==> src/board_cfg_pkg.sv <==
// Package: constants, layout and states of the sensor board configuration loader
//Contract
//RULE1 - Shipped serial: 115200 baud, no parity, 1 stop
//RULE2 - Check user flash integrity at every boot
//RULE3 - User flash keeps power, threshold, integration, serial
//RULE4 - Good user check reports status OK
//RULE5 - Bad user check: factory serial, address 255
//RULE6 - Bad user check reports status BAD USER
//RULE7 - Bad calibration check reports distinct status
//RULE8 - Node address stored in flash, loaded at boot
//RULE9 - Host may write baud, parity, stop, address
//RULE10 - New settings saved now, active after reboot; power, threshold and integration apply at once
//RULE11 - Reboot command restarts and reloads flash
//RULE12 - Broadcast address query answered with own address
//RULE13 - Host sends broadcast query with one board only
//RULE14 - Host gives every board a unique address
//RULE15 - Laser power 0..1023, host readable
//RULE16 - Detection threshold 0..1023, host readable; config read frame returns its top seven bits only
//RULE17 - Config read returns fault, voltage, serial, version, status
//RULE18 - Integration time counts 16 MHz, 3..4165
//RULE19 - Ignore other addresses; answer own or broadcast query
`default_nettype none
package board_cfg_pkg;
	// User flash word map
	localparam logic [2:0] UW_COMM = 3'h0;
	localparam logic [2:0] UW_POWER = 3'h1;
	localparam logic [2:0] UW_THRESH = 3'h2;
	localparam logic [2:0] UW_INTEG = 3'h3;
	localparam logic [2:0] UW_CHECK = 3'h4;
	localparam logic [2:0] UW_LAST = 3'h4;
	localparam int USER_WORDS = 5;
	// Comm word fields: [7:0] addr, [10:8] baud code, [12:11] parity, [13] stop
	localparam int F_ADDR_LSB = 0;
	localparam int F_BAUD_LSB = 8;
	localparam int F_PAR_LSB = 11;
	localparam int F_STOP_BIT = 13;
	localparam logic [2:0] BAUD_115200 = 3'h7;
	localparam logic [1:0] PARITY_NONE = 2'h0;
	localparam logic STOP_ONE = 1'b0;
	localparam logic [7:0] FALLBACK_ADDR = 8'hff;
	localparam logic [7:0] BCAST_ADDR = 8'h00;
	localparam logic [15:0] CHECK_SEED = 16'ha5a5;
	// Ranges
	localparam logic [9:0] SETTING_MAX = 10'h3ff;
	localparam logic [12:0] INTEG_MIN = 13'h0003;
	localparam logic [12:0] INTEG_MAX = 13'h1045;
	localparam logic [12:0] INTEG_DEFAULT = 13'h0003;
	// Flash status codes
	localparam logic [1:0] FS_OK = 2'h0;
	localparam logic [1:0] FS_BAD_USER = 2'h1;
	localparam logic [1:0] FS_BAD_PROT = 2'h2;
	// Frame function codes
	localparam logic [3:0] FN_READ_CFG = 4'h1;
	localparam logic [3:0] FN_WRITE_COMM = 4'h2;
	localparam logic [3:0] FN_WRITE_SET = 4'h3;
	localparam logic [3:0] FN_REBOOT = 4'h4;
	localparam logic [3:0] FN_QUERY_ADDR = 4'h5;
	// Software registers
	localparam logic [3:0] R_STATUS = 4'h0;
	localparam logic [3:0] R_MASK = 4'h1;
	localparam logic [3:0] R_ACTIVE = 4'h2;
	localparam logic [3:0] R_STORED = 4'h3;
	localparam logic [3:0] R_POWER = 4'h4;
	localparam logic [3:0] R_THRESH = 4'h5;
	localparam logic [3:0] R_INTEG = 4'h6;
	localparam logic [3:0] R_FLASH = 4'h7;
	localparam logic [3:0] R_CMD = 4'h8;
	localparam int CMD_REBOOT_BIT = 0;
	// Event bits
	localparam int EV_BOOT = 0;
	localparam int EV_BAD_USER = 1;
	localparam int EV_BAD_PROT = 2;
	localparam int EV_SAVED = 3;
	localparam int EV_IGNORED = 4;
	localparam int EV_BITS = 5;
	typedef enum {ST_RESET, ST_USER_READ, ST_PROT_CHECK, ST_APPLY, ST_RUN,
		ST_SAVE} state_type;
	function automatic logic [15:0] check_step(input logic [15:0] acc,
			input logic [15:0] data);
		check_step = {acc[14:0], acc[15]} ^ data;
	endfunction
endpackage
`default_nettype wire

==> src/user_flash_mem.sv <==
// Small user flash image with registered read port
`default_nettype none
module user_flash_mem
	import board_cfg_pkg::*;
(
	// Clock
	input wire logic clk_sys,
	// Write port
	input wire logic wr_en,
	input wire logic [2:0] wr_addr,
	input wire logic [15:0] wr_data,
	// Read port
	input wire logic [2:0] rd_addr,
	output logic [15:0] rd_data
);
	logic [15:0] mem [USER_WORDS];
	always_ff @(posedge clk_sys) begin
		if (wr_en)
			mem[wr_addr] <= wr_data; // RULE3
		rd_data <= mem[rd_addr];
	end
endmodule
`default_nettype wire

==> src/frame_decoder.sv <==
// Address filter and function decode for incoming frames
`default_nettype none
module frame_decoder
	import board_cfg_pkg::*;
(
	// Frame in
	input wire logic frame_valid,
	input wire logic [7:0] frame_addr,
	input wire logic [3:0] frame_func,
	// Own address
	input wire logic [7:0] node_addr,
	// Decoded
	output logic accept,
	output logic ignored
);
	logic own;
	logic bq;
	always_comb begin
		own = frame_addr == node_addr;
		bq = frame_addr == BCAST_ADDR && frame_func == FN_QUERY_ADDR;
		accept = frame_valid && (own || bq); // RULE19
		ignored = frame_valid && !(own || bq);
	end
endmodule
`default_nettype wire

==> src/board_cfg_loader.sv <==
// Boot configuration loader and communication settings of one sensor board
//
// Chosen here: the register offsets and the address-and-strobe port.
`default_nettype none
module board_cfg_loader
	import board_cfg_pkg::*;
(
	// Clock and reset
	input wire logic clk_sys,
	input wire logic reset_n,
	// Calibration area check result, valid while prot_ready
	input wire logic prot_ready,
	input wire logic prot_good,
	// Board identity and sensed values
	input wire logic laser_fault,
	input wire logic [11:0] input_voltage,
	input wire logic [15:0] serial_number,
	input wire logic [15:0] firmware_version,
	// Frames from the link, one-cycle strobe
	input wire logic frame_valid,
	input wire logic [7:0] frame_addr,
	input wire logic [3:0] frame_func,
	input wire logic [15:0] frame_data0,
	input wire logic [15:0] frame_data1,
	input wire logic [15:0] frame_data2,
	// Reply to the link
	output logic reply_valid,
	output logic [7:0] reply_addr,
	output logic [3:0] reply_func,
	output logic [63:0] reply_data,
	// Active settings
	output logic [7:0] node_addr,
	output logic [2:0] baud_code,
	output logic [1:0] parity_mode,
	output logic stop_bits,
	output logic [9:0] laser_power,
	output logic [9:0] threshold,
	output logic [12:0] integ_time,
	output logic [1:0] flash_status,
	output logic config_ready,
	// Software register port
	input wire logic [3:0] reg_addr,
	input wire logic [15:0] reg_wdata,
	input wire logic reg_wr,
	input wire logic reg_rd,
	output logic [15:0] reg_rdata,
	output logic irq
);
	typedef struct packed {
		state_type st;
		logic [2:0] idx;
		logic [15:0] acc;
		logic [15:0] comm_img;
		logic [9:0] power;
		logic [9:0] thresh;
		logic [12:0] integ;
		logic [15:0] stored_comm;
		logic [7:0] addr;
		logic [2:0] baud;
		logic [1:0] par;
		logic stop;
		logic [1:0] fstat;
		logic ready;
		logic [2:0] save_idx;
		logic r_valid;
		logic [7:0] r_addr;
		logic [3:0] r_func;
		logic [63:0] r_data;
		logic [EV_BITS-1:0] status;
		logic [EV_BITS-1:0] mask;
		logic [15:0] rdata;
	} state_reg_type;

	state_reg_type cur;
	state_reg_type next_cur;
	logic [15:0] mem_rdata;
	logic mem_wr;
	logic [2:0] mem_waddr;
	logic [15:0] mem_wdata;
	logic [2:0] mem_raddr;
	logic accept;
	logic ignored;

	function automatic logic [15:0] user_word(input state_reg_type s, input logic [2:0] i);
		case (i)
			UW_COMM: user_word = s.stored_comm;
			UW_POWER: user_word = {6'h00, s.power};
			UW_THRESH: user_word = {6'h00, s.thresh};
			UW_INTEG: user_word = {3'h0, s.integ};
			default: user_word = 16'h0000;
		endcase
	endfunction

	function automatic logic [12:0] clamp_integ(input logic [12:0] v);
		if (v < INTEG_MIN)
			clamp_integ = INTEG_MIN;
		else if (v > INTEG_MAX)
			clamp_integ = INTEG_MAX;
		else
			clamp_integ = v;
	endfunction

	user_flash_mem u_mem (
		.clk_sys(clk_sys),
		.wr_en(mem_wr),
		.wr_addr(mem_waddr),
		.wr_data(mem_wdata),
		.rd_addr(mem_raddr),
		.rd_data(mem_rdata)
	);

	frame_decoder u_dec (
		.frame_valid(frame_valid && cur.st == ST_RUN),
		.frame_addr(frame_addr),
		.frame_func(frame_func),
		.node_addr(cur.addr),
		.accept(accept),
		.ignored(ignored)
	);

	always_comb begin
		logic [EV_BITS-1:0] ev;
		logic [15:0] chk;
		logic reboot;
		ev = '0;
		chk = 16'h0000;
		reboot = 1'b0;
		next_cur = cur;
		next_cur.r_valid = 1'b0;
		mem_wr = 1'b0;
		mem_waddr = cur.save_idx;
		mem_wdata = user_word(cur, cur.save_idx);
		mem_raddr = cur.idx;
		case (cur.st)
			ST_RESET: begin
				next_cur.idx = UW_COMM;
				next_cur.acc = CHECK_SEED;
				next_cur.ready = 1'b0;
				next_cur.st = ST_USER_READ;
			end
			ST_USER_READ: begin
				// Read data lags address by one cycle
				if (cur.idx != UW_COMM || cur.acc != CHECK_SEED || cur.ready) begin
					next_cur.acc = check_step(cur.acc, mem_rdata); // RULE2
				end
				next_cur.ready = 1'b1;
				if (cur.ready) begin
					case (cur.idx - 3'h1)
						UW_COMM: next_cur.comm_img = mem_rdata; // RULE8
						UW_POWER: next_cur.power = mem_rdata[9:0];
						UW_THRESH: next_cur.thresh = mem_rdata[9:0];
						UW_INTEG: next_cur.integ = clamp_integ(mem_rdata[12:0]);
						default: next_cur.power = cur.power;
					endcase
				end
				if (cur.idx == UW_LAST + 3'h1) begin
					next_cur.st = ST_PROT_CHECK;
				end else begin
					next_cur.idx = cur.idx + 3'h1;
				end
			end
			ST_PROT_CHECK: begin
				if (prot_ready) begin
					next_cur.st = ST_APPLY;
				end
			end
			ST_APPLY: begin
				// Check word must cancel the running sum
				chk = cur.acc;
				if (!prot_good) begin
					next_cur.fstat = FS_BAD_PROT; // RULE7
					ev[EV_BAD_PROT] = 1'b1;
				end else if (chk != 16'h0000) begin
					next_cur.fstat = FS_BAD_USER; // RULE6
					ev[EV_BAD_USER] = 1'b1;
				end else begin
					next_cur.fstat = FS_OK; // RULE4
				end
				if (chk != 16'h0000) begin
					next_cur.addr = FALLBACK_ADDR; // RULE5
					next_cur.baud = BAUD_115200;
					next_cur.par = PARITY_NONE;
					next_cur.stop = STOP_ONE;
					next_cur.power = '0;
					next_cur.thresh = '0;
					next_cur.integ = INTEG_DEFAULT;
					next_cur.stored_comm = {2'h0, STOP_ONE, PARITY_NONE, BAUD_115200,
						FALLBACK_ADDR};
				end else begin
					next_cur.addr = cur.comm_img[F_ADDR_LSB +: 8]; // RULE8
					next_cur.baud = cur.comm_img[F_BAUD_LSB +: 3];
					next_cur.par = cur.comm_img[F_PAR_LSB +: 2];
					next_cur.stop = cur.comm_img[F_STOP_BIT];
					next_cur.stored_comm = cur.comm_img;
				end
				ev[EV_BOOT] = 1'b1;
				next_cur.ready = 1'b1;
				next_cur.st = ST_RUN;
			end
			ST_SAVE: begin
				// Write the whole image so the check word stays consistent
				mem_wr = 1'b1; // RULE10
				if (cur.save_idx == UW_CHECK) begin
					// Rotated sum, so the boot step over this word lands on zero
					mem_wdata = check_step(cur.acc, 16'h0000);
					next_cur.st = ST_RUN;
					ev[EV_SAVED] = 1'b1;
				end else begin
					next_cur.acc = check_step(cur.acc, user_word(cur, cur.save_idx));
					next_cur.save_idx = cur.save_idx + 3'h1;
				end
			end
			ST_RUN: begin
				if (accept) begin
					case (frame_func)
						FN_READ_CFG: begin
							next_cur.r_valid = 1'b1; // RULE17
							// Fits 64 bits: threshold keeps its top seven bits only
							next_cur.r_data = {laser_fault, cur.fstat, input_voltage,
								serial_number, firmware_version, cur.power, cur.thresh[9:3]};
						end
						FN_WRITE_COMM: begin
							// Only the stored image changes; active copy waits for reboot
							next_cur.stored_comm = frame_data0; // RULE9
							next_cur.st = ST_SAVE;
						end
						FN_WRITE_SET: begin
							next_cur.power = frame_data0[9:0] & SETTING_MAX; // RULE15
							next_cur.thresh = frame_data1[9:0] & SETTING_MAX; // RULE16
							next_cur.integ = clamp_integ(frame_data2[12:0]); // RULE18
							next_cur.st = ST_SAVE;
						end
						FN_REBOOT: reboot = 1'b1; // RULE11
						FN_QUERY_ADDR: begin
							next_cur.r_valid = 1'b1; // RULE12
							next_cur.r_data = {56'h0, cur.addr};
						end
						default: next_cur.r_valid = 1'b0;
					endcase
					next_cur.r_addr = cur.addr;
					next_cur.r_func = frame_func;
				end
				if (next_cur.st == ST_SAVE) begin
					next_cur.save_idx = UW_COMM;
					next_cur.acc = CHECK_SEED;
				end
			end
			default: next_cur.st = ST_RESET;
		endcase
		if (ignored)
			ev[EV_IGNORED] = 1'b1;
		// Software register port; event set beats clear
		next_cur.rdata = 16'h0000;
		if (reg_rd) begin
			case (reg_addr)
				R_STATUS: next_cur.rdata = {11'h000, cur.status};
				R_MASK: next_cur.rdata = {11'h000, cur.mask};
				R_ACTIVE: next_cur.rdata = {2'h0, cur.stop, cur.par, cur.baud, cur.addr};
				R_STORED: next_cur.rdata = cur.stored_comm;
				R_POWER: next_cur.rdata = {6'h00, cur.power};
				R_THRESH: next_cur.rdata = {6'h00, cur.thresh};
				R_INTEG: next_cur.rdata = {3'h0, cur.integ};
				R_FLASH: next_cur.rdata = {13'h0000, config_ready, cur.fstat};
				default: next_cur.rdata = 16'h0000;
			endcase
		end
		if (reg_wr && reg_addr == R_STATUS)
			next_cur.status = cur.status & ~reg_wdata[EV_BITS-1:0];
		if (reg_wr && reg_addr == R_MASK)
			next_cur.mask = reg_wdata[EV_BITS-1:0];
		if (reg_wr && reg_addr == R_CMD && reg_wdata[CMD_REBOOT_BIT] && cur.st == ST_RUN)
			reboot = 1'b1; // RULE11
		next_cur.status = next_cur.status | ev;
		if (reboot) begin
			next_cur.st = ST_RESET;
			next_cur.ready = 1'b0;
		end
	end

	always_ff @(posedge clk_sys or negedge reset_n) begin
		if (!reset_n) begin
			cur <= '{st: ST_RESET, addr: FALLBACK_ADDR, baud: BAUD_115200, // RULE1
				par: PARITY_NONE, stop: STOP_ONE, integ: INTEG_DEFAULT,
				fstat: FS_OK, acc: CHECK_SEED, default: '0};
		end else begin
			cur <= next_cur;
		end
	end

	assign reply_valid = cur.r_valid;
	assign reply_addr = cur.r_addr;
	assign reply_func = cur.r_func;
	assign reply_data = cur.r_data;
	assign node_addr = cur.addr;
	assign baud_code = cur.baud;
	assign parity_mode = cur.par;
	assign stop_bits = cur.stop;
	assign laser_power = cur.power;
	assign threshold = cur.thresh;
	assign integ_time = cur.integ;
	assign flash_status = cur.fstat;
	// Low until the apply step has set status and settings
	assign config_ready = cur.ready && (cur.st == ST_RUN || cur.st == ST_SAVE);
	assign reg_rdata = cur.rdata;
	assign irq = |(cur.status & cur.mask);
endmodule
`default_nettype wire

==> config.mk <==
export PLATFORM = sky130hd
export DESIGN_NAME = board_cfg_loader
export DESIGN_NICKNAME = d
export VERILOG_FILES = /design/src/board_cfg_pkg.sv /design/src/user_flash_mem.sv /design/src/frame_decoder.sv /design/src/board_cfg_loader.sv
export SDC_FILE = /design/constraint.sdc
export NUM_CORES = 1
export LEC_CHECK = 0
export BUFFER_PORTS_ARGS = -buffer_cell sky130_fd_sc_hd__buf_2
export CAP_MARGIN = 10
export CORE_MARGIN = 3
export CORE_UTILIZATION = 35
export DETAILED_ROUTE_END_ITERATION = 8
export MAX_ROUTING_LAYER = met4
export SETUP_SLACK_MARGIN = 0.4
export SYNTH_ARGS = -nofsm -noshare
export SYNTH_HDL_FRONTEND = slang
export SYNTH_SLANG_ARGS = --single-unit
==> constraint.sdc <==
create_clock -name clk_sys -period 4.9 [get_ports clk_sys]
set_input_delay 0.49 -clock clk_sys [delete_from_list [all_inputs] [get_ports clk_sys]]
set_output_delay 0.49 -clock clk_sys [all_outputs]
set_load 0.005 [all_outputs]
==> Word level (Yosys, flattened, before mapping) <==
Memories as Yosys holds them, arrays and structs flattened. A register that Yosys moved wholly into a read port is not among the register bits.
Index checks and enable logic that the tools add are counted.
{ "totals": {"ff_bits": 239, "latchBits": 0, "ram_bits": 80, "mem_bits_ro": 0, "output_inout_bits": 144, "wordCells": 188, "n_memories": 1} }
{ "op_classes": {"addsub": 3, "mul": 0, "div": 0, "magnitude_cmp": 4, "n_eq_ne": 46, "shifts": 0, "mux": 62, "n_bitwise": 6, "reduce_logical": 44} }
{ "mem_list": {"columns": ["name", "words", "width", "read_ports", "rd_clocked_by_memory_dff", "write_ports", "line", "rtl"], "rows": [
  ["u_mem.mem", 5, 16, 1, 1, 1, "user_flash_mem.sv:16", "logic [15:0] mem [USER_WORDS];"]
]} }
{ "ops": {"columns": ["cell", "count"], "rows": [
  ["32-bit 2-to-1 mux", 7],
  ["32-bit case mux with 6 select lines", 1],
  ["77-bit 2-to-1 mux", 2],
  ["16-bit 2-to-1 mux", 9],
  ["16-bit case mux with 4 select lines", 2],
  ["16-bit case mux with 8 select lines", 1],
  ["64-bit case mux with 2 select lines", 1],
  ["33-bit 2-to-1 mux", 3],
  ["33-bit case mux with 3 select lines", 1],
  ["32-bit by 4-bit equality test with 1-bit output, second input constant", 3],
  ["13-bit 2-to-1 mux", 5],
  ["32-bit by 2-bit equality test with 1-bit output, second input constant", 2],
  ["32-bit by 3-bit equality test with 1-bit output, second input constant", 2],
  ["49-bit 2-to-1 mux", 1],
  ["32-bit by 1-bit equality test with 1-bit output, second input constant", 1],
  ["32-bit zero test", 1],
  ["16-bit case mux with 2 select lines", 1],
  ["16-bit bitwise XOR", 2],
  ["30-bit 2-to-1 mux", 1],
  ["13-bit > comparator, second input constant", 2],
  ["13-bit by 2-bit < comparator with 1-bit output, second input constant", 2],
  ["4-bit by 3-bit equality test with 1-bit output, second input constant", 6],
  ["10-bit 2-to-1 mux", 2],
  ["6-bit AND reduction", 3],
  ["other kinds (37)", 104]
]} }

==> Longest topological paths before layout <==
Gate-level depths: netlist of run 1.
{ "depth": {"depth_word": 9, "depth_mapped": 11, "mapped_depth_nobuf": 8} }

==> Modules after synthesis <==
From an unflattened synthesis of run 1, not the netlist that was laid out.
{ "hier_totals": {"hier_cells": 1540, "hier_area_um2": 15956.6} }
{ "modules_own_cells": {"columns": ["module", "n_inst", "cells_per_inst", "area_each_um2", "seq_area_each_um2"], "rows": [
  ["board_cfg_loader", 1, 1326, 12304.3, 6007.0],
  ["user_flash_mem", 1, 196, 3499.6, 2722.6],
  ["frame_decoder", 1, 18, 152.6, 0.0]
]} }

==> Worst setup path before layout of run 1 <==
Ideal clock, no wire load.
{ "synth_path": {"kind": "register -> register", "start": "register cur[226] in the netlist's numbering", "end": "memory u_mem.mem[0][0] (enable)", "arrival_time_ps": 3305, "t_required_ps": 4470, "path_slack_ps": 1165, "path_stages_with_launch": 6, "period_less_slack_ps": 3735, "path_cell_list": "dfrtp_1 > nor4_1 > nand4_1 > or3_1 > clkbuf_1 > nor4_1"} }
{ "synth_via": {"elab_chain_len": 4} }
{ "synth_lines": {"columns": ["item", "line", "rtl"], "rows": [
  ["start: declaration", "board_cfg_loader.sv:74", "state_reg_type cur;"],
  ["start signal: assignment", "board_cfg_loader.sv:282", "cur <= '{st: ST_RESET, addr: FALLBACK_ADDR, baud: BAUD_115200,"],
  ["start signal: assignment", "board_cfg_loader.sv:286", "cur <= next_cur;"],
  ["32-bit by 3-bit equality test with 1-bit output", null, null],
  ["1-bit 2-to-1 mux", "board_cfg_loader.sv:134", "case (cur.st)"],
  ["1-bit 2-to-1 mux", "user_flash_mem.sv:18", "if (wr_en)"],
  ["1-bit 2-to-1 mux (implied by the code)", "user_flash_mem.sv:19", "mem[wr_addr] <= wr_data;"],
  ["end: declaration", "user_flash_mem.sv:16", null]
]} }
No other way between the ends.

==> Worst setup path in the final report of run 1 <==
{ "layout_path": {"start": "register cur[226] in the netlist's numbering", "end": "register cur (netlist bit reply_addr[3])"} }
{ "layout_via": {"elab_chain_len": 4} }
{ "layout_lines": {"columns": ["item", "line", "rtl"], "rows": [
  ["32-bit by 4-bit equality test with 1-bit output", "board_cfg_loader.sv:113", ".frame_valid(frame_valid && cur.st == ST_RUN),"],
  ["1-bit logical AND", "board_cfg_loader.sv:113", null],
  ["1-bit logical AND", "frame_decoder.sv:21", "accept = frame_valid && (own || bq);"],
  ["2-bit AND reduction (no source line) *", null, null]
]} }
Every way passes the cells marked *; elsewhere a longest branch is shown, timed or not.
A chain may end at the register's enable or synchronous reset.

==> impl_metrics.prom, run 1 <==
# TYPE chip_impl_metric gauge
chip_impl_info{name="status",value="complete, but fails checks"} 1
chip_impl_info{name="failed_checks",value="negative hold slack"} 1
chip_impl_metric{name="wl_per_cell",unit="um"} 22.1
chip_impl_metric{name="place_congestion",unit=""} 0.893
chip_impl_metric{name="share_of_flip_flops_with_an_asynchronous_set_or_reset_after_synthesis",unit="%"} 71.3
chip_impl_metric{name="min_period_over_period",unit="%"} 69.2
chip_impl_metric{name="numClockSinks",unit=""} 335
chip_impl_metric{name="avgViaCountPerCell",unit=""} 5.38
chip_impl_metric{name="grt_start_max_net_pins",unit=""} 127
chip_impl_metric{name="netlist-cell-type-count",unit=""} 79
chip_impl_metric{name="timing.hold.ws",unit="ns"} -0.0165
chip_impl_metric{name="ys_ff_latch",unit=""} 335
chip_impl_metric{name="critPathMaxFanout",unit=""} 16
chip_impl_metric{name="port-buffer-count",unit=""} 255
chip_impl_metric{name="maxCapViolations",unit=""} 0
chip_impl_metric{name="setup_viol_count_final",unit=""} 0
chip_impl_metric{name="power_leakage",unit="nW"} 7.90
chip_impl_info{name="rsz0062_at_grt",value="false"} 1
chip_impl_metric{name="power_per_cell_area",unit="nW/um^2"} 317
chip_impl_metric{name="synth-compound-area-share",unit="%"} 12.6
chip_impl_info{name="final_common_cell",value="sky130_fd_sc_hd__buf_2"} 1
chip_impl_metric{name="cts_inserted_buffers",unit=""} 36
chip_impl_metric{name="io_pins",unit=""} 276
chip_impl_metric{name="grtUsageTotal",unit="%"} 19.8
chip_impl_metric{name="synthAdderAreaFrac",unit="%"} 0.926
chip_impl_metric{name="vdd.ir_drop.worst",unit="mV"} 0.232
chip_impl_metric{name="fin_skew",unit="ns"} 0.0149
chip_impl_info{name="crit_path_start",value="cur[226]$_DFFE_PN0P_"} 1
chip_impl_metric{name="floorplan.initialDensity",unit="%"} 35.6
chip_impl_metric{name="muxShareOfSynthArea",unit="%"} 10.3
chip_impl_info{name="worstSetupEndpoint",value="reply_addr[3]$_DFFE_PN0P_"} 1
chip_impl_metric{name="firstDrtPassIters",unit=""} 6
chip_impl_metric{name="post_cts_setup_buffer_count",unit=""} 0
chip_impl_metric{name="die_area",unit="sq um"} 48900
chip_impl_metric{name="die_y",unit="um"} 221
chip_impl_info{name="setup.worst_path.class",value="register to register"} 1
chip_impl_metric{name="grt_pass1_wl",unit="mm"} 73.5
chip_impl_metric{name="clock_input_transition_at_the_sequential_cells_of_the_worst_setup_and_hold_paths",unit="ns"} 0.06
chip_impl_info{name="endpoint_kind",value="register"} 1
chip_impl_metric{name="core_area",unit="sq um"} 45600
chip_impl_metric{name="synth_xor_xnor_area_share",unit="%"} 1.35
chip_impl_metric{name="first_global_vias",unit=""} 11852
chip_impl_metric{name="detailroute.via_count",unit=""} 11782
chip_impl_metric{name="timing.final.max_slew_violations",unit=""} 0
chip_impl_metric{name="flow.area_growth_from_synthesis",unit="%"} 13.2
chip_impl_metric{name="std_cell_rows",unit=""} 78
chip_impl_metric{name="synth_enable_flop_cells",unit=""} 80
chip_impl_metric{name="required_time_at_the_worst_slack_endpoint",unit="ns"} 5.32
chip_impl_metric{name="synth_area",unit="sq um"} 16200
chip_impl_metric{name="cp_slowest_stage_delay",unit="ns"} 0.82
chip_impl_metric{name="synthSimpleGateAreaFrac",unit="%"} 11.7
chip_impl_info{name="timing.rr.end",value="reply_addr[3]$_DFFE_PN0P_"} 1
chip_impl_info{name="crit_chain",value="nor4_1 > and4_1 > and3_1 > o211ai_1 > buf_4 > mux2_2"} 1
chip_impl_metric{name="drt-initial-drc-count",unit=""} 1049
chip_impl_metric{name="clock_path_buffers",unit=""} 3
chip_impl_metric{name="critical_path_arrival",unit="ns"} 3.81
chip_impl_metric{name="hold_viol",unit=""} 8
chip_impl_metric{name="post_cts_resized",unit=""} 0
chip_impl_metric{name="r2r.worst_path.cells",unit=""} 6
chip_impl_metric{name="drtAntennaViolNets",unit=""} 0
chip_impl_metric{name="num-nets-final",unit=""} 1702
chip_impl_metric{name="fin_setup_tns",unit="ns"} 0
chip_impl_metric{name="setup_slack_at_placement",unit="ns"} 1.14
chip_impl_metric{name="final_layout_size_suffix_gt1_share",unit="%"} 30.0
chip_impl_metric{name="grt_overflow_total",unit=""} 0
chip_impl_metric{name="worst_slew_pin_slew",unit="ns"} 1.19
chip_impl_metric{name="drcViolationCount",unit=""} 0
chip_impl_info{name="ys_dominant_reg_cell",value="sky130_fd_sc_hd__dfrtp_1"} 1
chip_impl_metric{name="ys.warnings.count",unit=""} 0
chip_impl_metric{name="worstPathBufferInverterCount",unit=""} 1
chip_impl_info{name="hold_path.class",value="primary input to asynchronous set/reset pin"} 1
chip_impl_info{name="rr_startpoint",value="cur[226]$_DFFE_PN0P_"} 1
chip_impl_metric{name="antenna_found_initial",unit=""} 5
chip_impl_metric{name="worstSkewPairLatency",unit="ns"} 0.54
chip_impl_info{name="largest_family_of_logic_cells_by_synthesized_area",value="compound AO/OA/AOI/OAI gates"} 1
chip_impl_metric{name="cts_hold_buffers",unit=""} 0
chip_impl_metric{name="cp_num_cells",unit=""} 6
chip_impl_metric{name="ys_seq_area_share",unit="%"} 53.9
chip_impl_metric{name="postSynthAreaPerCell",unit="sq um"} 11.3
chip_impl_metric{name="final.setup.worst_slack",unit="ns"} 1.51
chip_impl_info{name="cp_slowest_cell",value="sky130_fd_sc_hd__and3_1"} 1
chip_impl_info{name="tritoncts",value="yes"} 1
chip_impl_info{name="layout_common_cells",value="sky130_fd_sc_hd__buf_2, sky130_fd_sc_hd__dfrtp_1, sky130_fd_sc_hd__nand2_1"} 1
chip_impl_metric{name="finalCriticalPeriod",unit="ns"} 3.39
chip_impl_metric{name="remaining_max_slew_budget_at_the_tightest_pin",unit="%"} 20.4
chip_impl_metric{name="cts.htree.levels",unit=""} 2
chip_impl_info{name="cts_root_buf",value="sky130_fd_sc_hd__clkbuf_16"} 1
chip_impl_metric{name="postSynthCellCount",unit=""} 1436
chip_impl_info{name="startpoint_type",value="register"} 1
chip_impl_metric{name="maxClockFrequency",unit="MHz"} 295
chip_impl_metric{name="die_x",unit="um"} 221
chip_impl_metric{name="post-dp-hpwl",unit="mm"} 34.6
chip_impl_info{name="cp_top_family",value="simple AND/OR/NAND/NOR gates"} 1
chip_impl_metric{name="ff2ff_setup_slack",unit="ns"} 1.51
chip_impl_metric{name="totalWireLength",unit="mm"} 48.5
-- report_power, final --
part / switching, mW / leakage (nW) / internal [mW]
Combinational: 0.127 / 3.53 / 0.0807
Sequential: 0.0237 / 3.79 / 2.88
Clock: 1.13 / 0.584 / 1.57
-- worst register-to-register path, cell delays in order (launching register included) --
cell and delay, ns:
sky130_fd_sc_hd__dfrtp_1 0.36, sky130_fd_sc_hd__nor4_1 0.41, sky130_fd_sc_hd__and4_1 0.44, sky130_fd_sc_hd__and3_1 0.82
sky130_fd_sc_hd__o211ai_1 0.60, sky130_fd_sc_hd__buf_4 0.37, sky130_fd_sc_hd__mux2_2 0.29
-- synthesized netlist by cell type (4+ instances only) --
library cell,count,area (sq um)
sky130_fd_sc_hd__nor2b_1,4,25.0
sky130_fd_sc_hd__nor3_1,13,65.1
sky130_fd_sc_hd__dfrtp_1,218,5460
sky130_fd_sc_hd__nor4_2,4,50.1
sky130_fd_sc_hd__a22oi_1,56,420
sky130_fd_sc_hd__nor4_1,14,87.6
sky130_fd_sc_hd__and4_1,4,35.0
sky130_fd_sc_hd__nand4_1,12,75.1
sky130_fd_sc_hd__o21ai_1,7,35.0
sky130_fd_sc_hd__nand2b_1,57,357
sky130_fd_sc_hd__buf_1,5,18.8
sky130_fd_sc_hd__mux2_1,14,158
sky130_fd_sc_hd__xnor2_1,13,114
sky130_fd_sc_hd__dfxtp_1,16,320
sky130_fd_sc_hd__mux4_2,16,360
sky130_fd_sc_hd__clkbuf_1,58,218
sky130_fd_sc_hd__mux2_2,67,754
sky130_fd_sc_hd__edfxtp_1,80,2400
sky130_fd_sc_hd__o31ai_1,7,52.6
sky130_fd_sc_hd__o21ai_0,94,470
sky130_fd_sc_hd__nand2_1,150,563
sky130_fd_sc_hd__a31oi_1,39,244
sky130_fd_sc_hd__ha_1,12,150
sky130_fd_sc_hd__a22o_1,4,35.0
sky130_fd_sc_hd__nand3_1,12,60.1
sky130_fd_sc_hd__inv_1,20,75.1
sky130_fd_sc_hd__o211ai_1,5,37.5
sky130_fd_sc_hd__mux2i_1,23,230
sky130_fd_sc_hd__nor2_1,61,229
sky130_fd_sc_hd__and3_1,11,68.8
sky130_fd_sc_hd__dfstp_2,21,552
sky130_fd_sc_hd__buf_4,144,1080
sky130_fd_sc_hd__a222oi_1,11,110
sky130_fd_sc_hd__mux2_4,11,165
sky130_fd_sc_hd__a21boi_0,4,30.0
sky130_fd_sc_hd__a21oi_1,63,315
sky130_fd_sc_hd__buf_2,13,65.1
sky130_fd_sc_hd__xor2_1,12,105
-- metal layers --
layer | global-route usage, % | routed length [um] | up-vias
met4 | 7.10 | 1820 | 0
met5 | - | 0 | -
met1 | 24.7 | 20100 | 5887
li1 | - | - | 5268
met3 | 4.31 | 3560 | 105
met2 | 32.0 | 23000 | 522
-- layout make-up --
type,count,area [sq um]
fill,4380,27200
sequential,335,8730
multi-input combinational,886,6130
timing repair buffer,279,1470
clock buffer,51,1020
tap,600,751
clock inverter,15,158
inverter,20,75.1
antenna,5,12.5
-- worst min-delay path by stage --
stage / to / cells past startpoint
after floorplan: cur[106]$_DFFE_PN0P_ / 0
after global placement: u_mem.rd_data[2]$_DFF_P_ / 1
after detailed placement: u_mem.rd_data[6]$_DFF_P_ / 1
after CTS: reply_data[21]$_DFFE_PN0P_ / 1
after global routing: reply_data[25]$_DFFE_PN0P_ / 1
final: reply_data[25]$_DFFE_PN0P_ / 1
-- registers in the layout (all words and copies together) (netlist names), 3 cells and up --
name and cells:
cur 91, u_mem.mem 80, reply_data 64, reg_rdata 16, u_mem.rd_data 16, integ_time 13, laser_power 10, threshold 10
node_addr 8, reply_addr 8, reply_func 4, baud_code 3, mem_raddr 3, mem_waddr 3
-- kinds of logic after synthesis --
| logic type | count (synthesis) |
|---|---|
| XOR/XNOR | 25 |
| buffers and inverters | 243 |
| AND/OR/NAND/NOR | 368 |
| flip-flops | 335 |
| multiplexers | 131 |
| AO/OA/AOI/OAI | 321 |
| other | 1 |
| adder cells (fa/ha/maj) | 12 |
-- stage by stage --
step	power [mW]	area, sq um	hold WS (ns)	instances	util (%)
final	5.81	18300	-0.0165	2191	40.2
after global routing	6.00	18300	0.0589	2191	40.2
after CTS	5.88	18300	0.0325	2186	40.2
after detailed placement	3.16	17200	0.457	2120	37.6
after global placement	3.16	17200	0.451	2120	37.6
after floorplan	3.02	16300	0.194	1464	-
Note: power is estimated with default switching activity, not from simulation.
==> run 2: changes to the inputs <==
Clock period 4.9 ns to 3.4 ns, I/O delays scaled along.
==> run 2 against run 1 <==
Net effect: largest cell class unchanged; die area unchanged; flip-flop and latch count unchanged; sequential power increased by 44%; sequential share of layout area down 0.78 points; hold slack improved by 0.080 ns; the run now ends clean.
==> impl_metrics.prom, run 2 (synthesis gave the netlist of run 1 again) <==
# TYPE chip_impl_metric gauge
chip_impl_metric{name="required_time_at_the_worst_slack_endpoint",unit="ns"} 3.06
chip_impl_metric{name="std_cell_rows",unit=""} 78
chip_impl_metric{name="grt_start_max_net_pins",unit=""} 129
chip_impl_metric{name="numClockSinks",unit=""} 335
chip_impl_metric{name="hold_viol",unit=""} 0
chip_impl_info{name="setup.worst_path.class",value="register to output port"} 1
chip_impl_metric{name="die_area",unit="sq um"} 48900
chip_impl_info{name="final_common_cell",value="sky130_fd_sc_hd__buf_2"} 1
chip_impl_metric{name="timing.hold.ws",unit="ns"} 0.0638
chip_impl_metric{name="port-buffer-count",unit=""} 255
chip_impl_metric{name="firstDrtPassIters",unit=""} 5
chip_impl_metric{name="floorplan.initialDensity",unit="%"} 35.6
chip_impl_info{name="endpoint_kind",value="output port"} 1
chip_impl_metric{name="place_congestion",unit=""} 0.904
chip_impl_metric{name="drtAntennaViolNets",unit=""} 0
chip_impl_metric{name="totalWireLength",unit="mm"} 48.1
chip_impl_metric{name="post-dp-hpwl",unit="mm"} 34.7
chip_impl_metric{name="critical_path_arrival",unit="ns"} 2.45
chip_impl_metric{name="die_y",unit="um"} 221
chip_impl_metric{name="grtUsageTotal",unit="%"} 19.7
chip_impl_metric{name="clock_input_transition_at_the_sequential_cells_of_the_worst_setup_and_hold_paths",unit="ns"} 0.07
chip_impl_metric{name="final_layout_size_suffix_gt1_share",unit="%"} 30.9
chip_impl_metric{name="io_pins",unit=""} 276
chip_impl_info{name="hold_path.class",value="primary input to register"} 1
chip_impl_metric{name="grt_overflow_total",unit=""} 0
chip_impl_metric{name="layout.filler_cells",unit=""} 4380
chip_impl_metric{name="first_global_vias",unit=""} 11574
chip_impl_metric{name="die_x",unit="um"} 221
chip_impl_info{name="layout_common_cells",value="sky130_fd_sc_hd__buf_2, sky130_fd_sc_hd__dfrtp_1, sky130_fd_sc_hd__nand2_1"} 1
chip_impl_metric{name="remaining_max_slew_budget_at_the_tightest_pin",unit="%"} 26.9
chip_impl_metric{name="setup_viol_count_final",unit=""} 0
chip_impl_metric{name="maxClockFrequency",unit="MHz"} 359
chip_impl_metric{name="cts_inserted_buffers",unit=""} 36
chip_impl_metric{name="grt_pass1_wl",unit="mm"} 72.9
chip_impl_metric{name="avgViaCountPerCell",unit=""} 5.26
chip_impl_info{name="status",value="finished, final reports clean"} 1
chip_impl_metric{name="antenna_found_initial",unit=""} 6
chip_impl_metric{name="min_period_over_period",unit="%"} 82.0
chip_impl_metric{name="critPathMaxFanout",unit=""} 12
chip_impl_metric{name="drcViolationCount",unit=""} 0
chip_impl_metric{name="largest_reg_flops",unit=""} 91
chip_impl_metric{name="fin_skew",unit="ns"} 0.0180
chip_impl_metric{name="cts.htree.levels",unit=""} 2
chip_impl_metric{name="vdd.ir_drop.worst",unit="mV"} 0.322
chip_impl_metric{name="drt-initial-drc-count",unit=""} 955
chip_impl_metric{name="num-nets-final",unit=""} 1721
chip_impl_metric{name="power_leakage",unit="nW"} 8.04
chip_impl_metric{name="worst_slew_pin_slew",unit="ns"} 1.10
chip_impl_metric{name="maxCapViolations",unit=""} 0
chip_impl_metric{name="finalCriticalPeriod",unit="ns"} 2.79
chip_impl_metric{name="detailroute.via_count",unit=""} 11634
chip_impl_metric{name="ff2ff_setup_slack",unit="ns"} 0.61
chip_impl_info{name="rsz0062_at_grt",value="false"} 1
chip_impl_info{name="cts_root_buf",value="sky130_fd_sc_hd__clkbuf_16"} 1
chip_impl_metric{name="core_area",unit="sq um"} 45600
chip_impl_metric{name="timing.final.max_slew_violations",unit=""} 0
chip_impl_metric{name="worstSkewPairLatency",unit="ns"} 0.53
chip_impl_metric{name="fin_setup_tns",unit="ns"} 0
chip_impl_info{name="registers.top_by_ff_count",value="cur"} 1
chip_impl_info{name="startpoint_type",value="register"} 1
chip_impl_info{name="tritoncts",value="yes"} 1
chip_impl_metric{name="power_per_cell_area",unit="nW/um^2"} 463
chip_impl_metric{name="wl_per_cell",unit="um"} 21.8
chip_impl_metric{name="flow.area_growth_from_synthesis",unit="%"} 15.1
chip_impl_metric{name="clock_path_buffers",unit=""} 3
-- run 2: cell type report --
cell class	instances	area, sq um	share of cell area (%)
Inverter	20	75.1	0.403
Tap cell	600	751	4.03
Timing Repair Buffer	298	1690	9.05
Antenna cell	6	15.0	0.0805
Clock buffer	50	1040	5.56
Multi-Input combinational cell	886	6130	32.9
Sequential cell	335	8730	46.8
Clock inverter	15	219	1.17
-- run 2: repair_timing --
item / in CTS / in global routing
endpoints found under the hold margin: 83 / 0
pin swaps: 1 / 2
hold buffers: 1 / 0
gates resized for setup: 0 / 2
setup endpoints to repair: 1 / 3
setup buffers: 3 / 4
-- run 2: per-layer routing --
layer,global-route usage (%),part of all wire (%)
met4,7.21,3.5
met5,-,0
met3,4.51,8.2
met2,31.0,47
met1,24.9,41
-- run 2: worst max-delay path: stages, from the launching register on --
cell and delay [ns]:
sky130_fd_sc_hd__dfrtp_1 0.68, sky130_fd_sc_hd__inv_1 0.31, sky130_fd_sc_hd__nor4_4 0.40, sky130_fd_sc_hd__and2_1 0.35
sky130_fd_sc_hd__buf_2 0.18
-- run 2: stage by stage --
stage          setup slack (ns)  utilization, %  area (sq um)  std cells  power, mW
2_1_floorplan             0.300               -         16300       1464       4.36
3_3_place_gp              0.495            38.0         17300       2131       4.56
3_5_place_dp              0.490            38.0         17300       2131       4.57
4_1_cts                   0.424            40.8         18600       2200       8.72
5_1_grt                   0.412            40.9         18600       2210       8.93
6_report                  0.613            40.9         18600       2210       8.63
-- run 2: final timing paths --
path,from,cells past startpoint,to
max in group asynchronous,reset_n,3,node_addr[3]$_DFFE_PN1P_
min,input_voltage[11],3,reply_data[60]$_DFFE_PN0P_
min reg2reg,u_mem.mem[4][14]$_DFFE_PP_,1,u_mem.rd_data[14]$_DFF_P_
max,cur[209]$_DFFE_PN0P_,4,config_ready
min in group asynchronous,reset_n,2,reply_data[19]$_DFFE_PN0P_
max reg2reg,cur[236]$_DFFE_PN0P_,7,u_mem.mem[1][12]$_DFFE_PP_
-- run 2: report_power, final --
group	internal (mW)	switching, mW	total, mW
combinational	0.123	0.184	0.308
clock	2.52	1.62	4.14
sequential	4.15	0.0334	4.18
==> run 3: changes to the inputs <==
Clock period 3.4 ns to 2.4 ns, I/O delays scaled along.
==> run 3 against run 2 <==
Net effect: worst setup slack got worse by 0.57 ns; hold slack got worse by 0.051 ns; sequential share of layout area fell by 4.7 points; die area did not move; cell area rose by 11%; register-to-register slack got worse by 0.57 ns; wire length rose by 8.1%; clock power rose by 34%; power rose by 39%; sequential power rose by 42%; non-clock buffer count rose by 146; via count rose by 6.7%.
==> impl_metrics.prom, run 3 (synthesis gave the netlist of run 1 again) <==
# TYPE chip_impl_metric gauge
chip_impl_info{name="status",value="finished, final reports clean"} 1
chip_impl_metric{name="totalWireLength",unit="mm"} 52.0
chip_impl_metric{name="cts.htree.levels",unit=""} 2
chip_impl_metric{name="cts_inserted_buffers",unit=""} 37
chip_impl_info{name="crit_path_start",value="cur[216]$_DFFE_PN0P_"} 1
chip_impl_metric{name="post-dp-hpwl",unit="mm"} 36.5
chip_impl_metric{name="power.share.combinational",unit="%"} 4.3
chip_impl_metric{name="remaining_max_slew_budget_at_the_tightest_pin",unit="%"} 53.4
chip_impl_metric{name="power_switching",unit="mW"} 2.59
chip_impl_metric{name="avgViaCountPerCell",unit=""} 5.27
chip_impl_info{name="registers.top_by_ff_count",value="cur"} 1
chip_impl_metric{name="finalCriticalPeriod",unit="ns"} 2.36
chip_impl_metric{name="num-nets-final",unit=""} 1869
chip_impl_metric{name="drt-initial-drc-count",unit=""} 1001
chip_impl_info{name="hold_path.class",value="primary input to register"} 1
chip_impl_metric{name="grt_start_max_net_pins",unit=""} 129
chip_impl_metric{name="dpl.cell_count",unit=""} 2195
chip_impl_metric{name="timing.final.max_slew_violations",unit=""} 0
chip_impl_metric{name="setup_slack_at_placement",unit="ns"} -0.00630
chip_impl_metric{name="floorplan.initialDensity",unit="%"} 35.6
chip_impl_metric{name="flow.area_growth_from_synthesis",unit="%"} 28.0
chip_impl_metric{name="internal_power",unit="mW"} 9.38
chip_impl_metric{name="fin_setup_tns",unit="ns"} 0
chip_impl_metric{name="power_leakage",unit="nW"} 8.92
chip_impl_info{name="rsz0062_at_grt",value="true"} 1
chip_impl_metric{name="final_util",unit="%"} 45.5
chip_impl_metric{name="hold_viol",unit=""} 0
chip_impl_info{name="setup.worst_path.class",value="register to register"} 1
chip_impl_metric{name="first_global_vias",unit=""} 12706
chip_impl_info{name="worstSetupEndpoint",value="cur[134]$_DFFE_PN0P_"} 1
chip_impl_metric{name="largest_reg_flops",unit=""} 91
chip_impl_metric{name="die_x",unit="um"} 221
chip_impl_metric{name="die_y",unit="um"} 221
chip_impl_metric{name="fin_skew",unit="ns"} 0.0257
chip_impl_metric{name="critPathMaxFanout",unit=""} 16
chip_impl_metric{name="numClockSinks",unit=""} 335
chip_impl_metric{name="layout.filler_cells",unit=""} 4141
chip_impl_metric{name="core_area",unit="sq um"} 45600
chip_impl_info{name="tritoncts",value="yes"} 1
chip_impl_metric{name="place_congestion",unit=""} 0.904
chip_impl_info{name="startpoint_type",value="register"} 1
chip_impl_metric{name="grt_pass1_wl",unit="mm"} 79.3
chip_impl_info{name="timing.rr.end",value="cur[134]$_DFFE_PN0P_"} 1
chip_impl_metric{name="critical_path_arrival",unit="ns"} 2.77
chip_impl_metric{name="wl_per_cell",unit="um"} 22.1
chip_impl_metric{name="vdd.ir_drop.worst",unit="mV"} 0.413
chip_impl_metric{name="r2r.worst_path.cells",unit=""} 10
chip_impl_metric{name="required_time_at_the_worst_slack_endpoint",unit="ns"} 2.81
chip_impl_metric{name="final.setup.worst_slack",unit="ns"} 0.0391
chip_impl_info{name="final_common_cell",value="sky130_fd_sc_hd__buf_2"} 1
chip_impl_metric{name="min_period_over_period",unit="%"} 98.4
chip_impl_metric{name="finish.cell_count_without_fillers",unit=""} 2357
chip_impl_metric{name="setup_viol_count_final",unit=""} 0
chip_impl_info{name="layout_common_cells",value="sky130_fd_sc_hd__buf_2, sky130_fd_sc_hd__dfrtp_1, sky130_fd_sc_hd__nand2_1"} 1
chip_impl_info{name="rr_startpoint",value="cur[216]$_DFFE_PN0P_"} 1
chip_impl_metric{name="maxCapViolations",unit=""} 0
chip_impl_metric{name="detailroute.via_count",unit=""} 12419
chip_impl_metric{name="grt_overflow_total",unit=""} 0
chip_impl_metric{name="worstSkewPairLatency",unit="ns"} 0.54
chip_impl_metric{name="die_area",unit="sq um"} 48900
chip_impl_metric{name="port-buffer-count",unit=""} 255
chip_impl_metric{name="io_pins",unit=""} 276
chip_impl_metric{name="antenna_found_initial",unit=""} 5
chip_impl_metric{name="firstDrtPassIters",unit=""} 6
chip_impl_metric{name="maxClockFrequency",unit="MHz"} 424
chip_impl_metric{name="clock_path_buffers",unit=""} 3
chip_impl_info{name="cts_root_buf",value="sky130_fd_sc_hd__clkbuf_16"} 1
chip_impl_metric{name="std_cell_rows",unit=""} 78
chip_impl_metric{name="power.sequential.fraction",unit="%"} 49.5
chip_impl_metric{name="drcViolationCount",unit=""} 0
chip_impl_metric{name="clock_input_transition_at_the_sequential_cells_of_the_worst_setup_and_hold_paths",unit="ns"} 0.06
chip_impl_metric{name="worst_slew_pin_slew",unit="ns"} 0.697
chip_impl_metric{name="swShare",unit="%"} 21.7
chip_impl_metric{name="power_per_cell_area",unit="nW/um^2"} 577
chip_impl_info{name="endpoint_kind",value="register"} 1
chip_impl_metric{name="share_clk_of_total_power",unit="%"} 46.2
chip_impl_metric{name="grtUsageTotal",unit="%"} 21.2
chip_impl_metric{name="final_layout_size_suffix_gt1_share",unit="%"} 38.6
chip_impl_metric{name="drtAntennaViolNets",unit=""} 0
chip_impl_metric{name="ff2ff_setup_slack",unit="ns"} 0.04
-- run 3: cell type report --
| cell class | instances | area, sq um | area share (%) |
|---|---|---|---|
| antenna | 5 | 12.5 | 0.0603 |
| clock buffer | 57 | 1060 | 5.13 |
| clock inverter | 9 | 98.8 | 0.476 |
| inverter | 20 | 85.1 | 0.410 |
| multi-input combinational | 887 | 6780 | 32.7 |
| sequential | 335 | 8730 | 42.1 |
| tap | 600 | 751 | 3.62 |
| timing repair buffer | 444 | 3220 | 15.5 |
-- run 3: stage by stage --
step,power [mW],cell area [sq um],hold slack (ns)
global placement,6.47,18200,0.236
finish,12.0,20700,0.0129
floorplan,6.18,16800,-0.0556
CTS,12.1,20500,0.0100
global route,12.4,20700,0.0255
detailed placement,6.48,18200,0.239
-- run 3: power by group through the flow --
stage          Combinational (mW)  Sequential (mW)  Clock [mW]
6_report                    0.517             5.93        5.53
3_5_place_dp                0.452             6.03           0
2_1_floorplan               0.166             6.01           0
4_1_cts                     0.517             5.92        5.65
3_3_place_gp                0.445             6.03           0
5_1_grt                     0.568             5.93        5.89
-- run 3: critical path, stage by stage (launching register included) --
cell and delay (ns):
sky130_fd_sc_hd__dfrtp_1 0.38, sky130_fd_sc_hd__nor4_2 0.31, sky130_fd_sc_hd__nand4_1 0.15, sky130_fd_sc_hd__buf_6 0.17, sky130_fd_sc_hd__buf_12 0.12, sky130_fd_sc_hd__buf_6 0.11, sky130_fd_sc_hd__nor3_4 0.22, sky130_fd_sc_hd__nand3_4 0.15
sky130_fd_sc_hd__o41ai_4 0.09, sky130_fd_sc_hd__buf_12 0.22, sky130_fd_sc_hd__mux2_4 0.31
-- run 3: routing by layer --
| layer | global-route usage [%] | vias to the layer above | share of wire, % |
|---|---|---|---|
| met4 | 8.81 | 0 | 4.4 |
| li1 | - | 5600 | - |
| met5 | - | - | 0 |
| met3 | 4.48 | 115 | 7.2 |
| met1 | 26.3 | 6178 | 41 |
| met2 | 33.7 | 526 | 47 |
-- run 3: repair_timing --
item | 4_1_cts | 5_1_grt
cloned | 6 | 2
endpoints found under the hold margin | 108 | 0
hold buffers | 49 | 0
gates resized for setup | 118 | 20
setup buffers | 27 | 7
pin swaps | 51 | 9
endpoints found under the setup margin | 343 | 350
-- run 3: worst min-delay path by stage --
stage / from / to / depth (start not counted)
finish: serial_number[12] / reply_data[45]$_DFFE_PN0P_ / 3
global route: serial_number[4] / reply_data[37]$_DFFE_PN0P_ / 3
CTS: serial_number[12] / reply_data[45]$_DFFE_PN0P_ / 3
detailed placement: reset_n / reply_data[29]$_DFFE_PN0P_ / 1
global placement: reset_n / reply_data[29]$_DFFE_PN0P_ / 1
floorplan: reset_n / cur[106]$_DFFE_PN0P_ / 0
